===== src/design/motor_logic_regs.svh =====
// Register layout, field positions, mode codes and timing counts of the motor logic.
`ifndef MOTOR_LOGIC_REGS_SVH
`define MOTOR_LOGIC_REGS_SVH
`define WORD_W            16
`define CMD_RESET         16'h0000
`define SETUP_RESET       16'h0000
`define EXT_RESET         16'h0000
`define MS_LSB            0
`define MS_MSB            2
`define MS_TWO_STEPPER    3'h0
`define MS_TWO_LARGE      3'h4
`define MS_ULTRA_LARGE    3'h7
`define TBLNK_AB_LSB      3
`define TBLNK_CD_LSB      5
`define GAIN_AB_BIT       10
`define GAIN_CD_BIT       11
`define OSC_LSB           14
`define DIR_A_BIT         15
`define LVL_A_LSB         11
`define DEC_A_LSB         9
`define DIR_B_BIT         8
`define LVL_B_LSB         4
`define DEC_B_LSB         2
`define TORQUE_LSB        0
`define MIN_SHIFT_EDGES   5'h10
`endif


===== src/design/motor_logic_pkg.sv =====
// Types shared by the motor logic files.
package motor_logic_pkg;
    typedef enum logic [1:0] {
        DECAY_12P5,
        DECAY_37P5,
        DECAY_75,
        DECAY_FAST
    } decay_t;
    typedef enum logic [1:0] {
        TORQUE_50,
        TORQUE_70,
        TORQUE_85,
        TORQUE_100
    } torque_t;
    // Decoded drive of one winding.
    typedef struct packed {
        logic        direction;
        logic [3:0]  level;
        decay_t      decay;
    } winding_t;
    // Decoded stepper command for one bridge pair.
    typedef struct packed {
        winding_t    first;
        winding_t    second;
        torque_t     torque;
    } stepper_cmd_t;
    // Drive request to the four power bridges.
    typedef struct packed {
        logic [3:0]  on;
        logic [3:0]  direction;
    } bridge_drive_t;
    // Timing and gain settings of the setup register.
    typedef struct packed {
        logic [1:0]  osc_select;
        logic        gain_cd;
        logic        gain_ab;
        logic [1:0]  blank_cd;
        logic [1:0]  blank_ab;
    } setup_misc_t;
endpackage


===== src/design/motor_logic.sv =====
// Bridge merging, sleep sequencing and stepper command decode of the motor driver.
`timescale 1ns/1ns
`include "motor_logic_regs.svh"
module motor_logic #(
    parameter int WORD_W = `WORD_W
) (
    input  wire logic                          CLK,
    input  wire logic                          SRST,
    input  wire logic                          DEVICE_RESET_N,
    input  wire logic                          SLEEP_N,
    input  wire logic                          LATCH_STROBE_FIRST,
    input  wire logic                          SERIAL_CLOCK_FIRST,
    input  wire logic                          SERIAL_DIN_FIRST,
    input  wire logic                          LATCH_STROBE_SECOND,
    input  wire logic                          SERIAL_CLOCK_SECOND,
    input  wire logic                          SERIAL_DIN_SECOND,
    input  wire logic                          BRIDGE_B_ON_INPUT,
    input  wire logic                          BRIDGE_B_DIRECTION_INPUT,
    input  wire logic                          BRIDGE_D_ON_INPUT,
    input  wire logic                          BRIDGE_D_DIRECTION_INPUT,
    output motor_logic_pkg::bridge_drive_t     BRIDGE_DRIVE,
    output motor_logic_pkg::stepper_cmd_t      STEPPER_FIRST,
    output motor_logic_pkg::stepper_cmd_t      STEPPER_SECOND,
    output logic                               STEPPER_MODE,
    output logic [2:0]                         MOTOR_SELECT_FIELD,
    output motor_logic_pkg::setup_misc_t       SETUP_MISC,
    output logic [WORD_W-1:0]                  EXTENDED_WORD,
    output logic                               OPERATING
);
    // Pin roles by mode.
    // Asleep, the first port writes the setup word when its data line is low at
    // the strobe rise, and the extended word when it is high; the second port
    // is ignored.
    // Awake with select 000, both ports feed their own stepper command register.
    // Awake with any other select, the ports are off and their pins become
    // bridge on and direction inputs.
    //
    // Latency: a pin passes two synchroniser stages before any logic reads it.
    // A strobe rise reaches the command outputs four cycles after the pin moves
    // and the setup outputs likewise; bridge pins reach the drive in three.
    //
    // Limitation: each serial clock level must last at least two cycles, or a
    // fall can be lost between synchroniser samples. The trade is a slow link
    // for a design with no second clock domain.
    // Words are taken whole: a strobe rise after fewer than sixteen falls is
    // dropped, so a host that loses sync cannot leave half a command behind.
    //
    // Shared pins: in DC modes the first port pins carry bridge A control and the second port pins bridge C.
    // Strobe pins double as bridge on inputs, clock pins as direction inputs.
    logic [1:0]        rst_s_r;
    logic [1:0]        sleep_s_r;
    logic [1:0]        b_on_s_r;
    logic [1:0]        b_dir_s_r;
    logic [1:0]        d_on_s_r;
    logic [1:0]        d_dir_s_r;
    logic [1:0]        a_on_s_r;
    logic [1:0]        a_dir_s_r;
    logic [1:0]        c_on_s_r;
    logic [1:0]        c_dir_s_r;
    logic              hold;
    logic              awake;
    logic              is_stepper;
    logic [WORD_W-1:0] setup_r;
    logic [WORD_W-1:0] ext_r;
    logic [WORD_W-1:0] cmd_first_r;
    logic [WORD_W-1:0] cmd_second_r;
    logic [WORD_W-1:0] word_first;
    logic [WORD_W-1:0] word_second;
    logic              latch_first;
    logic              latch_second;
    logic              latch_din_first;
    logic              port_first_active;
    logic              port_second_active;
    motor_logic_pkg::bridge_drive_t drive_nxt;
    motor_logic_pkg::bridge_drive_t drive_r;

    initial begin
        if (WORD_W != 16) $error("motor_logic supports 16-bit words only");
    end

    // Pin synchronisers; every pin is asynchronous to CLK.
    always_ff @(posedge CLK) begin
        rst_s_r   <= {rst_s_r[0], DEVICE_RESET_N};
        sleep_s_r <= {sleep_s_r[0], SLEEP_N};
        b_on_s_r  <= {b_on_s_r[0], BRIDGE_B_ON_INPUT};
        b_dir_s_r <= {b_dir_s_r[0], BRIDGE_B_DIRECTION_INPUT};
        d_on_s_r  <= {d_on_s_r[0], BRIDGE_D_ON_INPUT};
        d_dir_s_r <= {d_dir_s_r[0], BRIDGE_D_DIRECTION_INPUT};
        a_on_s_r  <= {a_on_s_r[0], LATCH_STROBE_FIRST};
        a_dir_s_r <= {a_dir_s_r[0], SERIAL_CLOCK_FIRST};
        c_on_s_r  <= {c_on_s_r[0], LATCH_STROBE_SECOND};
        c_dir_s_r <= {c_dir_s_r[0], SERIAL_CLOCK_SECOND};
    end

    // Device held idle while the reset pin is low or the block is reset.
    assign hold       = SRST || !rst_s_r[1];
    assign awake      = !hold && sleep_s_r[1];
    assign is_stepper = (setup_r[`MS_MSB:`MS_LSB] == `MS_TWO_STEPPER);

    // Port routing: asleep only the first port writes setup; awake with select 000 both serve steppers.
    assign port_first_active  = !hold && (!sleep_s_r[1] || is_stepper);
    assign port_second_active = awake && is_stepper;

    serial_shifter #(
        .WIDTH (WORD_W)
    ) u_port_first (
        .clk         (CLK),
        .srst        (SRST),
        .active      (port_first_active),
        .sclk_pin    (SERIAL_CLOCK_FIRST),
        .din_pin     (SERIAL_DIN_FIRST),
        .strobe_pin  (LATCH_STROBE_FIRST),
        .word        (word_first),
        .latch_pulse (latch_first),
        .latch_din   (latch_din_first)
    );

    serial_shifter #(
        .WIDTH (WORD_W)
    ) u_port_second (
        .clk         (CLK),
        .srst        (SRST),
        .active      (port_second_active),
        .sclk_pin    (SERIAL_CLOCK_SECOND),
        .din_pin     (SERIAL_DIN_SECOND),
        .strobe_pin  (LATCH_STROBE_SECOND),
        .word        (word_second),
        .latch_pulse (latch_second),
        .latch_din   ()
    );

    // Setup and extended registers load only while asleep; the data level steers them.
    // Sleep does not clear them, otherwise the configured mode would be lost on wake.
    always_ff @(posedge CLK) begin
        if (hold) begin
            setup_r <= `SETUP_RESET;
            ext_r   <= `EXT_RESET;
        end else if (latch_first && !sleep_s_r[1]) begin
            if (!latch_din_first) begin
                setup_r <= word_first;
            end else begin
                ext_r <= word_first;
            end
        end
    end

    // First stepper command register; a word lands only on the strobe rise.
    always_ff @(posedge CLK) begin
        if (hold || !sleep_s_r[1]) begin
            cmd_first_r <= `CMD_RESET;
        end else if (latch_first && is_stepper) begin
            cmd_first_r <= word_first;
        end
    end

    // Second stepper command register, fed from its own port.
    always_ff @(posedge CLK) begin
        if (hold || !sleep_s_r[1]) begin
            cmd_second_r <= `CMD_RESET;
        end else if (latch_second) begin
            cmd_second_r <= word_second;
        end
    end

    // Bridge drive merge. Ignored inputs are dropped, not combined, so a stray
    // level on an absorbed pin can never fight the merged bridge.
    always_comb begin
        drive_nxt = '0;
        if (awake && !is_stepper) begin
            case (setup_r[`MS_MSB:`MS_LSB])
                `MS_TWO_LARGE: begin
                    drive_nxt.on        = {{2{c_on_s_r[1]}}, {2{a_on_s_r[1]}}};
                    drive_nxt.direction = {{2{c_dir_s_r[1]}}, {2{a_dir_s_r[1]}}};
                end
                `MS_ULTRA_LARGE: begin
                    drive_nxt.on        = {4{a_on_s_r[1]}};
                    drive_nxt.direction = {4{a_dir_s_r[1]}};
                end
                default: begin
                    drive_nxt.on        = {d_on_s_r[1], c_on_s_r[1], b_on_s_r[1], a_on_s_r[1]};
                    drive_nxt.direction = {d_dir_s_r[1], c_dir_s_r[1], b_dir_s_r[1], a_dir_s_r[1]};
                end
            endcase
        end
    end

    // Registered bridge drive; cleared while held or asleep.
    always_ff @(posedge CLK) begin
        if (hold) begin
            drive_r <= '0;
        end else begin
            drive_r <= drive_nxt;
        end
    end

    // Field decode of both stepper commands; one packet holds both windings.
    function automatic motor_logic_pkg::stepper_cmd_t decode(input logic [15:0] w);
        motor_logic_pkg::stepper_cmd_t c;
        c.first.direction  = w[`DIR_A_BIT];
        c.first.level      = w[`LVL_A_LSB +: 4];
        c.first.decay      = motor_logic_pkg::decay_t'(w[`DEC_A_LSB +: 2]);
        c.second.direction = w[`DIR_B_BIT];
        c.second.level     = w[`LVL_B_LSB +: 4];
        c.second.decay     = motor_logic_pkg::decay_t'(w[`DEC_B_LSB +: 2]);
        c.torque           = motor_logic_pkg::torque_t'(w[`TORQUE_LSB +: 2]);
        return c;
    endfunction

    // First decoded command; it trails its command register by one cycle.
    always_ff @(posedge CLK) begin
        if (SRST) begin
            STEPPER_FIRST <= '0;
        end else begin
            STEPPER_FIRST <= decode(cmd_first_r);
        end
    end

    // Second decoded command, fed from the second port's register.
    always_ff @(posedge CLK) begin
        if (SRST) begin
            STEPPER_SECOND <= '0;
        end else begin
            STEPPER_SECOND <= decode(cmd_second_r);
        end
    end

    // The setup timing and gain fields pass through in every mode.
    always_ff @(posedge CLK) begin
        if (SRST) begin
            SETUP_MISC <= '0;
        end else begin
            SETUP_MISC <= {setup_r[`OSC_LSB +: 2], setup_r[`GAIN_CD_BIT], setup_r[`GAIN_AB_BIT],
                           setup_r[`TBLNK_CD_LSB +: 2], setup_r[`TBLNK_AB_LSB +: 2]};
        end
    end

    // Motor select as last written while asleep.
    always_ff @(posedge CLK) begin
        if (SRST) begin
            MOTOR_SELECT_FIELD <= 3'h0;
        end else begin
            MOTOR_SELECT_FIELD <= setup_r[`MS_MSB:`MS_LSB];
        end
    end

    // Extended word, kept only so the host side can observe it.
    always_ff @(posedge CLK) begin
        if (SRST) begin
            EXTENDED_WORD <= '0;
        end else begin
            EXTENDED_WORD <= ext_r;
        end
    end

    // Stepper mode flag: awake with select 000.
    always_ff @(posedge CLK) begin
        if (SRST) begin
            STEPPER_MODE <= 1'b0;
        end else begin
            STEPPER_MODE <= awake && is_stepper;
        end
    end

    // Operating flag: reset pin released and sleep pin high.
    always_ff @(posedge CLK) begin
        if (SRST) begin
            OPERATING <= 1'b0;
        end else begin
            OPERATING <= awake;
        end
    end

    assign BRIDGE_DRIVE = drive_r;
endmodule


===== src/design/serial_shifter.sv =====
// Serial receiver: samples data on falling serial clock and reports strobe rise.
`timescale 1ns/1ns
`include "motor_logic_regs.svh"
module serial_shifter #(
    parameter int WIDTH = 16
) (
    input  wire logic             clk,
    input  wire logic             srst,
    input  wire logic             active,
    input  wire logic             sclk_pin,
    input  wire logic             din_pin,
    input  wire logic             strobe_pin,
    output logic [WIDTH-1:0]      word,
    output logic                  latch_pulse,
    output logic                  latch_din
);
    logic [2:0]       sclk_s_r;
    logic [2:0]       strobe_s_r;
    logic [1:0]       din_s_r;
    logic [WIDTH-1:0] shift_r;
    logic [4:0]       edges_r;

    initial begin
        if (WIDTH != 16) $error("serial_shifter supports 16-bit words only");
    end

    // Two-stage synchronisers; the third stage only feeds edge detection.
    always_ff @(posedge clk) begin
        sclk_s_r   <= {sclk_s_r[1:0], sclk_pin};
        strobe_s_r <= {strobe_s_r[1:0], strobe_pin};
        din_s_r    <= {din_s_r[0], din_pin};
    end

    // Shift on each falling serial clock edge while strobe is low; an accepted latch restarts the count.
    always_ff @(posedge clk) begin
        if (srst || !active) begin
            shift_r <= '0;
            edges_r <= 5'h00;
        end else if (sclk_s_r[2] && !sclk_s_r[1] && !strobe_s_r[1]) begin
            shift_r <= {shift_r[WIDTH-2:0], din_s_r[1]};
            if (edges_r != `MIN_SHIFT_EDGES) begin
                edges_r <= edges_r + 5'h01;
            end
        end else if (latch_pulse) begin
            edges_r <= 5'h00;
        end
    end

    // A latch counts only after a full word, so short bursts cannot corrupt state.
    assign latch_pulse = active && !srst && strobe_s_r[1] && !strobe_s_r[2]
                         && (edges_r == `MIN_SHIFT_EDGES);
    assign latch_din   = din_s_r[1];
    assign word        = shift_r;
endmodule


===== config.mk =====
export PLATFORM = sky130hd
export DESIGN_NAME = motor_logic
export DESIGN_NICKNAME = d
export VERILOG_FILES = /design/src/design/motor_logic_pkg.sv /design/src/design/motor_logic.sv /design/src/design/serial_shifter.sv
export VERILOG_INCLUDE_DIRS = /design/src /design/src/design
export SDC_FILE = /design/constraint.sdc
export NUM_CORES = 1
export LEC_CHECK = 0
export ABC_AREA = 1
export BUFFER_PORTS_ARGS = -buffer_cell sky130_fd_sc_hd__buf_2
export CAP_MARGIN = 40
export CORE_ASPECT_RATIO = 0.7
export CORE_MARGIN = 4
export CORE_UTILIZATION = 30
export CTS_CLUSTER_SIZE = 28
export DETAILED_ROUTE_END_ITERATION = 7
export SLEW_MARGIN = 0
export SYNTH_ARGS = -nofsm -noshare
export SYNTH_HDL_FRONTEND = slang
export SYNTH_SLANG_ARGS = --single-unit

===== constraint.sdc =====
create_clock -name CLK -period 1.9 [get_ports CLK]
set_input_delay 0.285 -clock CLK [delete_from_list [all_inputs] [get_ports CLK]]
set_output_delay 0.285 -clock CLK [all_outputs]
set_load 0.01 [all_outputs]

# Word-level counts from Yosys, hierarchy flattened
# Cells that the tools add are included.
# word_totals
wordCells	112
ff_bits	211
output_inout_bits	69
# op_classes
eq_ne	8
muxes	7
reduce_logical	44
addsub	2
bitwise	2
# op_table
operator	count
5-bit two-way mux	6
1-bit logical AND	18
8-bit case mux with 2 select lines	1
1-bit logical NOT	13
5-bit by 1-bit adder with 5-bit output (second input constant)	2
5-bit equality test (second input constant)	2
5-bit != test (second input constant)	2
2-bit AND reduction	4
3-bit equality test (second input constant)	2
1-bit logical OR	5
2-bit != test (second input constant)	2
2-bit nonzero test	2
3-bit logical NOT	1
1-bit inverter	2
2-bit OR reduction	1

# Longest topological paths before layout
# Gate-level depths: netlist of run 1.
# depth
word_depth	11
ltp_mapped	11
depth_no_buf	10

# Cells and area by module
# A second synthesis of run 1 with hierarchy kept.
# unflattened
hier_cells	811
area_unflattened_um2	6857.8
# modules_own_cells
mod	area_per_inst_um2	instances	cells_per_inst
motor_logic	4645.7	1	543
serial_shifter	1106.1	2	134

# Worst setup path before layout of run 1
# No wires, ideal clock.
# synth_timing
path_type	reg-to-reg
startpoint	reg u_port_first.edges_r[0]
endpoint	reg ext_r[10]
synth_period_minus_slack_ns	1.505
n_path_buf	1
path_slack_ns	0.395
path_stages_with_launch	11
t_arrival_ns	1.392
cell_sequence	dfxtp_1 -> inv_1 -> ha_1 -> nand2_1 -> inv_1 -> nand2_1 -> nor2_1 -> nand4_2 -> buf_2 -> nor2_1 -> nor2_1
# synth_between
elab_chain_cells	4
# synth_lines
item	line_no	source
start, declared	serial_shifter.sv:21	logic [4:0] edges_r;
start signal, assigned	serial_shifter.sv:42	edges_r <= edges_r + 5'h01;
5-bit equality test (no source line)	-	
1-bit logical AND	serial_shifter.sv:50	assign latch_pulse = active && !srst && strobe_s_r[1] && !strobe_s_r[2]
1-bit logical AND	motor_logic.sv:138	end else if (latch_first && !sleep_s_r[1]) begin
2-bit AND reduction (no source line)	-	
end signal, assigned	motor_logic.sv:137	ext_r <= `EXT_RESET;
end signal, assigned	motor_logic.sv:142	ext_r <= word_first;
end, declared	motor_logic.sv:64	logic [WORD_W-1:0] ext_r;
# Every way passes these cells.
# A chain may end at the register's enable or synchronous reset.

# Final worst setup path of run 1
# layout_timing
startpoint	reg u_port_first.edges_r[0]
endpoint	reg ext_r[14]
# The elaborated chain is that of the path after synthesis.

==> flow_summary_export.csv, run 1 <==
group,metric,value,unit
pwr,ir_drop,0.467,mV
die,rows,44,
synth,yosysSeqAreaShare,0.617,
layout,area_taken_by_multi_input_logic_gates,0.00191,mm2
synth,synth_compound_area_frac,0.0863,
synth,yosys.area_share.xor_xnor,0.00273,
global_route,via_count_of_the_first_global_routing_pass,4493,
die,ios,83,
layout,sequential_cell_area,0.00396,mm2
synth,synth_nets,772,
sta,report.final.hold_viol_count,0,
synth,post_synth_mux_area_share,0,
sta,final.min_clock_period,1.62,ns
cts,cts_root_buf,"clkbuf_16",
cts,cts-buffers-inserted,17,
global_route,global_route.usage.total,0.117,
sta,tightestPinTransition,0.611,ns
layout,mostFrequentLayoutCells,"dfxtp_1 (198), nor2_1 (124), nand2_1 (122), inv_1 (100), buf_2 (82)",
pwr,power,8120,uW
cts,path_clk_slew,0.07,ns
sta,fin_worst_skew,0.0140,ns
global_route,antenna_found_initial,1,
synth,syn-cell-area,0.00642,mm2
layout,drive_above_1_share,0.163,
sta,timing.max_slew.rel_slack,0.593,
min_path,hp-class,"in2reg",
cts,cts_buffer_depth,2,
outcome,status,"finished, final reports clean",
die,design.die.area,0.0238,mm2
critical_path,worst-setup-path-type,"reg2reg",
critical_path,critical_path.cell_chain,"inv_1, ha_1, nand2_1, inv_1, nand2_1, nor2_2, nand4_2, buf_4, nand2_1, nand2_1, nor2_1",
placed_design,placedInstanceArea,0.00712,mm2
sta,setup_tns,0,ns
die,chipWidth,183,um
detailed_routing,drt_antenna_net_count,0,
detailed_routing,detail_route.iter0.violations,355,
synth,synth_top_family_by_area,"simple AND/OR/NAND/NOR gates",
min_path,timing.hold.worst.start,"SRST",
cts,tritoncts,"yes",
synth,synth_adder_area_share,0.00779,
global_route,grt_start_max_net_pins,60,
sta,final.hold.worst_slack,0.308,ns
die,initial_core_util,0.308,
layout,antenna-diode-count,0,
critical_path,worstPathMaxFanout,31,
sta,report.final.slew_viol_count,0,
cts,insertion_delay,0.43,ns
critical_path,crit_path_top_delay_cell,"dfxtp_1",
sta,grt_setup_unrepaired,"no",
placed_design,port_buffers,82,
critical_path,worst_ep_arrival_time,1.94,ns
synth,yosys_warnings,0,
detailed_routing,drcViolationCount,0,
pwr,leakage_power_figure,0.00342,uW
critical_path,timing.critical_path.to_type,"flip-flop",
detailed_routing,routedWlPerCell,11.8,um
synth,netlist_instances,754,
synth,yosys.area_share.simple,0.199,
synth,synthesis.area_per_instance,8.52,um2
detailed_routing,avgViaCountPerCell,4.18,
cts,clock-sinks,198,
die,core_area,0.0209,mm2
detailed_routing,detailed_routing_iterations_pass_1,4,
job,max_cap_violations,0,
layout,final.fill_count,2120,
cts,ctsHtreeMaxLevel,4,
critical_path,worst_path_most_repeated_cell,"nand2_1",
critical_path,critPathRequiredTime,2.22,ns
die,floorplan.die.height,130,um
sta,highest_clock_frequency_the_design_can_meet,617,MHz
global_route,grt.overflow.total,0,
sta,final.period_utilization,0.854,
placed_design,detailedPlacementHpwl,9130,um
synth,yosysUniqueCellTypes,31,
critical_path,regToRegStartpoint,"u_port_first.edges_r[0]",
layout,final_core_util,0.377,
synth,synth-seq-cells,198,
detailed_routing,detailroute.via_count,4745,
sta,final-setup-viol-count,0,
critical_path,crit_path_start_kind,"flip-flop",
global_route,grt_first_pass_wirelength,22600,um
placed_design,globalplace.congestion,0.837,
critical_path,cp-startpoint,"u_port_first.edges_r[0]",
layout,area_growth_syn_to_layout,22.6,%
critical_path,cpPeakStageDelay,0.37,ns
layout,final_common_cell,"dfxtp_1",
pwr,power_density,1030,mW/mm2
layout,final_nets,865,
layout,postLayoutCellArea,0.00787,mm2
detailed_routing,drt_wl_total,13400,um
-- cell usage after synthesis (all sizes together) --
cell	number	share of area
a21oi	63	0.051
inv	101	0.059
o21bai	1	0.0012
o31ai	1	0.0012
o211ai	1	0.0012
ha	4	0.0078
clkinv	2	0.0012
or2	1	0.00097
xnor2	1	0.0014
a211oi	1	0.0012
nand4	7	0.0088
xor2	1	0.0014
nand2	126	0.075
dfxtp	198	0.62
clkbuf	17	0.0099
o22ai	2	0.0019
nor2	128	0.079
buf	16	0.016
o21ai	37	0.029
nand3	46	0.036
-- report_power, final --
group / switching, uW / internal (uW)
clock: 1730 / 2030
sequential: 15.0 / 4180
combinational: 105 / 52.4
total: 1850 / 6270
-- cell families after synthesis --
family	Yosys count
buffers and inverters	136
AO/OA/AOI/OAI	106
XOR/XNOR	2
flip-flops	198
adder cells (fa/ha/maj)	4
AND/OR/NAND/NOR	308
-- metrics by stage --
stage	std cells	setup slack, ns
5_1_grt	1136	0.0632
3_5_place_dp	1092	0.227
2_1_floorplan	754	0.395
6_report	1136	0.278
4_1_cts	1136	0.212
3_3_place_gp	1092	0.273
-- registers in the layout, indices dropped and copies added, names as in the netlist, 8 cells and up --
signal and cells:
BRIDGE_DRIVE 8, u_port_second.word 16, STEPPER_FIRST 16, cmd_second_r 16
ext_r 16, STEPPER_SECOND 16, setup_r 11, SETUP_MISC 8
EXTENDED_WORD 16, cmd_first_r 16, u_port_first.word 16
-- worst paths after layout --
kind                                            endpoint  slack, ns  cells after the start
worst max-delay path                           ext_r[14]       0.28                     11
worst min-delay path             u_port_first.edges_r[0]       0.31                      6
worst max register to register                 ext_r[14]       0.28                     11
worst min register to register  u_port_first.sclk_s_r[1]       0.33                      0
-- worst max-delay path: cells and delay by family, from the launching register on --
kind,cells,cell delay (ns)
simple gates,7,0.56
flops,1,0.37
fa+ha+maj,1,0.20
buf+inv,3,0.40
-- final cells by class --
| class | instances | share of cell area |
|---|---|---|
| Clock inverter | 15 | 0.0261 |
| Inverter | 103 | 0.0491 |
| Multi-Input combinational cell | 420 | 0.242 |
| Clock buffer | 17 | 0.0540 |
| Sequential cell | 198 | 0.503 |
| Timing Repair Buffer | 107 | 0.0814 |
| Tap cell | 276 | 0.0439 |
-- routing by layer --
metal	share of wire	track usage
met1	0.53	0.169
met2	0.40	0.168
met3	0.060	0.0374
met4	0.014	0.0372
met5	0.00052	0
-- repair_timing --
action                                 4_1_cts  5_1_grt
buffers inserted                             0        0
endpoints found under the hold margin       12        0
resized for setup                            0        2
setup endpoints to repair                    0       15
hold buffers                                12        0
Note: power is estimated with default switching activity, not from simulation.
==> run 2, diff against run 1 <==
- CTS_BUF_LIST: unset -> sky130_fd_sc_hd__clkbuf_4
==> flow_summary_export.csv, run 2 (synthesized netlist as in run 1, its figures left out) <==
group,metric,value,unit
outcome,status,"finished, final reports clean",
layout,mostFrequentLayoutCells,"dfxtp_1 (198), nor2_1 (124), nand2_1 (122), inv_1 (100), buf_2 (82)",
global_route,globalRouteMet2Util,0.166,
cts,ctsHtreeMaxLevel,4,
global_route,grt_util_met1,0.167,
sta,finalWorstSetupSlack,0.279,ns
sta,fin_worst_skew,0.0349,ns
global_route,via_count_of_the_first_global_routing_pass,4458,
layout,final_common_cell,"dfxtp_1",
detailed_routing,drcViolationCount,0,
critical_path,endpoint_of_the_worst_setup_timing_path,"ext_r[14]",
global_route,grt_first_pass_wirelength,22300,um
critical_path,critPathRequiredTime,2.39,ns
die,initial_core_util,0.308,
cts,cts_root_buf,"clkbuf_4",
layout,final_nets,865,
pwr,ir_drop,0.434,mV
sta,final-setup-viol-count,0,
global_route,gr-max-usage-layer,"met1",
detailed_routing,detailed_routing_iterations_pass_1,4,
detailed_routing,detailroute.via_count,4738,
die,core_area,0.0209,mm2
pwr,leakage_power_figure,0.00329,uW
sta,timing.max_slew.rel_slack,0.599,
sta,grt_setup_unrepaired,"no",
sta,final.hold.worst_slack,0.149,ns
layout,antenna-diode-count,0,
critical_path,ff2ff_path_depth,11,
layout,area_growth_syn_to_layout,18.0,%
critical_path,regToRegStartpoint,"u_port_first.edges_r[0]",
sta,highest_clock_frequency_the_design_can_meet,617,MHz
sta,report.final.slew_viol_count,0,
cts,insertion_delay,0.59,ns
global_route,grt_start_max_net_pins,60,
cts,tritoncts,"yes",
sta,tightestPinTransition,0.601,ns
sta,final.period_utilization,0.853,
die,floorplan.die.height,130,um
die,rows,44,
critical_path,worst-setup-path-type,"reg2reg",
cts,path_clk_slew,0.16,ns
global_route,global_route.usage.total,0.116,
die,ios,83,
detailed_routing,avgViaCountPerCell,4.17,
detailed_routing,routedWlPerCell,11.7,um
critical_path,timing.critical_path.to_type,"flip-flop",
detailed_routing,detail_route.iter0.violations,295,
sta,setup_tns,0,ns
placed_design,place_worst_setup_slack,0.227,ns
global_route,global_route.usage.met3,0.0340,
global_route,grt.overflow.total,0,
critical_path,r2r_setup_slack,0.28,ns
cts,cts_buffer_depth,2,
placed_design,detailedPlacementHpwl,9130,um
die,chipWidth,183,um
placed_design,globalplace.congestion,0.837,
critical_path,cp-startpoint,"u_port_first.edges_r[0]",
pwr,power_density,899,mW/mm2
critical_path,worst_ep_arrival_time,2.11,ns
sta,final.min_clock_period,1.62,ns
sta,report.final.hold_viol_count,0,
job,max_cap_violations,0,
min_path,hp-class,"in2reg",
die,design.die.area,0.0238,mm2
global_route,antenna_found_initial,1,
layout,drive_above_1_share,0.163,
detailed_routing,drt_wl_total,13300,um
cts,cts-buffers-inserted,17,
detailed_routing,drt_antenna_net_count,0,
critical_path,worstPathMaxFanout,31,
cts,clock-sinks,198,
placed_design,port_buffers,82,
critical_path,worst_r2r_endpoint,"ext_r[14]",
critical_path,crit_path_start_kind,"flip-flop",
run 2: cell count changes in the layout (fill, tap and decap cells not counted):
cell and delta:
clkbuf_16 -17, clkbuf_4 +17
run 2: final cells by class:
class,instances,area (um2)
Fill cell,2154,13300
Sequential cell,198,3960
Multi-Input combinational cell,420,1910
Timing Repair Buffer,107,641
Inverter,103,387
Tap cell,276,345
Clock inverter,15,205
Clock buffer,17,128
run 2: per-stage QoR:
| step | util | power, uW | cell area (um2) | instances |
|---|---|---|---|---|
| after floorplan | - | 4390 | 6420 | 754 |
| after global placement | 0.341 | 4430 | 7120 | 1092 |
| after detailed placement | 0.341 | 4440 | 7120 | 1092 |
| after CTS | 0.363 | 6920 | 7570 | 1136 |
| after global routing | 0.363 | 7100 | 7580 | 1136 |
| final | 0.363 | 6810 | 7580 | 1136 |
run 2: worst min-delay path by stage:
stage / startpoint / to / slack (ns) / depth (start not counted)
2_1_floorplan: b_dir_s_r[0] / b_dir_s_r[1] / 0.31 / 0
3_3_place_gp: b_dir_s_r[0] / b_dir_s_r[1] / 0.31 / 0
3_5_place_dp: d_dir_s_r[0] / d_dir_s_r[1] / 0.31 / 0
4_1_cts: SRST / u_port_first.edges_r[0] / 0.08 / 6
5_1_grt: SRST / u_port_first.edges_r[0] / 0.13 / 6
6_report: SRST / u_port_first.edges_r[0] / 0.15 / 6
run 2: report_power, final:
group,internal [uW],switching (uW)
Clock,868,1570
Combinational,52.4,105
Sequential,4190,14.8
run 2: layer usage:
layer	part of all wire	vias to the layer above
li1	-	2516
met2	0.40	91
met5	0.00053	-
met1	0.53	2113
met4	0.015	2
met3	0.060	16
run 2: worst max-delay path: stages, from the launching register on:
cell and delay [ns]:
dfxtp_1 0.40, inv_1 0.07, ha_1 0.20, nand2_1 0.07, inv_1 0.05, nand2_1 0.13, nor2_2 0.07, nand4_2 0.08
buf_4 0.28, nand2_1 0.09, nand2_1 0.07, nor2_1 0.04
run 2: timing repair:
| item | CTS | global route |
|---|---|---|
| resized for setup | 0 | 2 |
| setup endpoints to repair | 0 | 19 |
| hold endpoints to repair | 12 | 0 |
| buffers inserted | 0 | 0 |
| hold buffers | 12 | 0 |
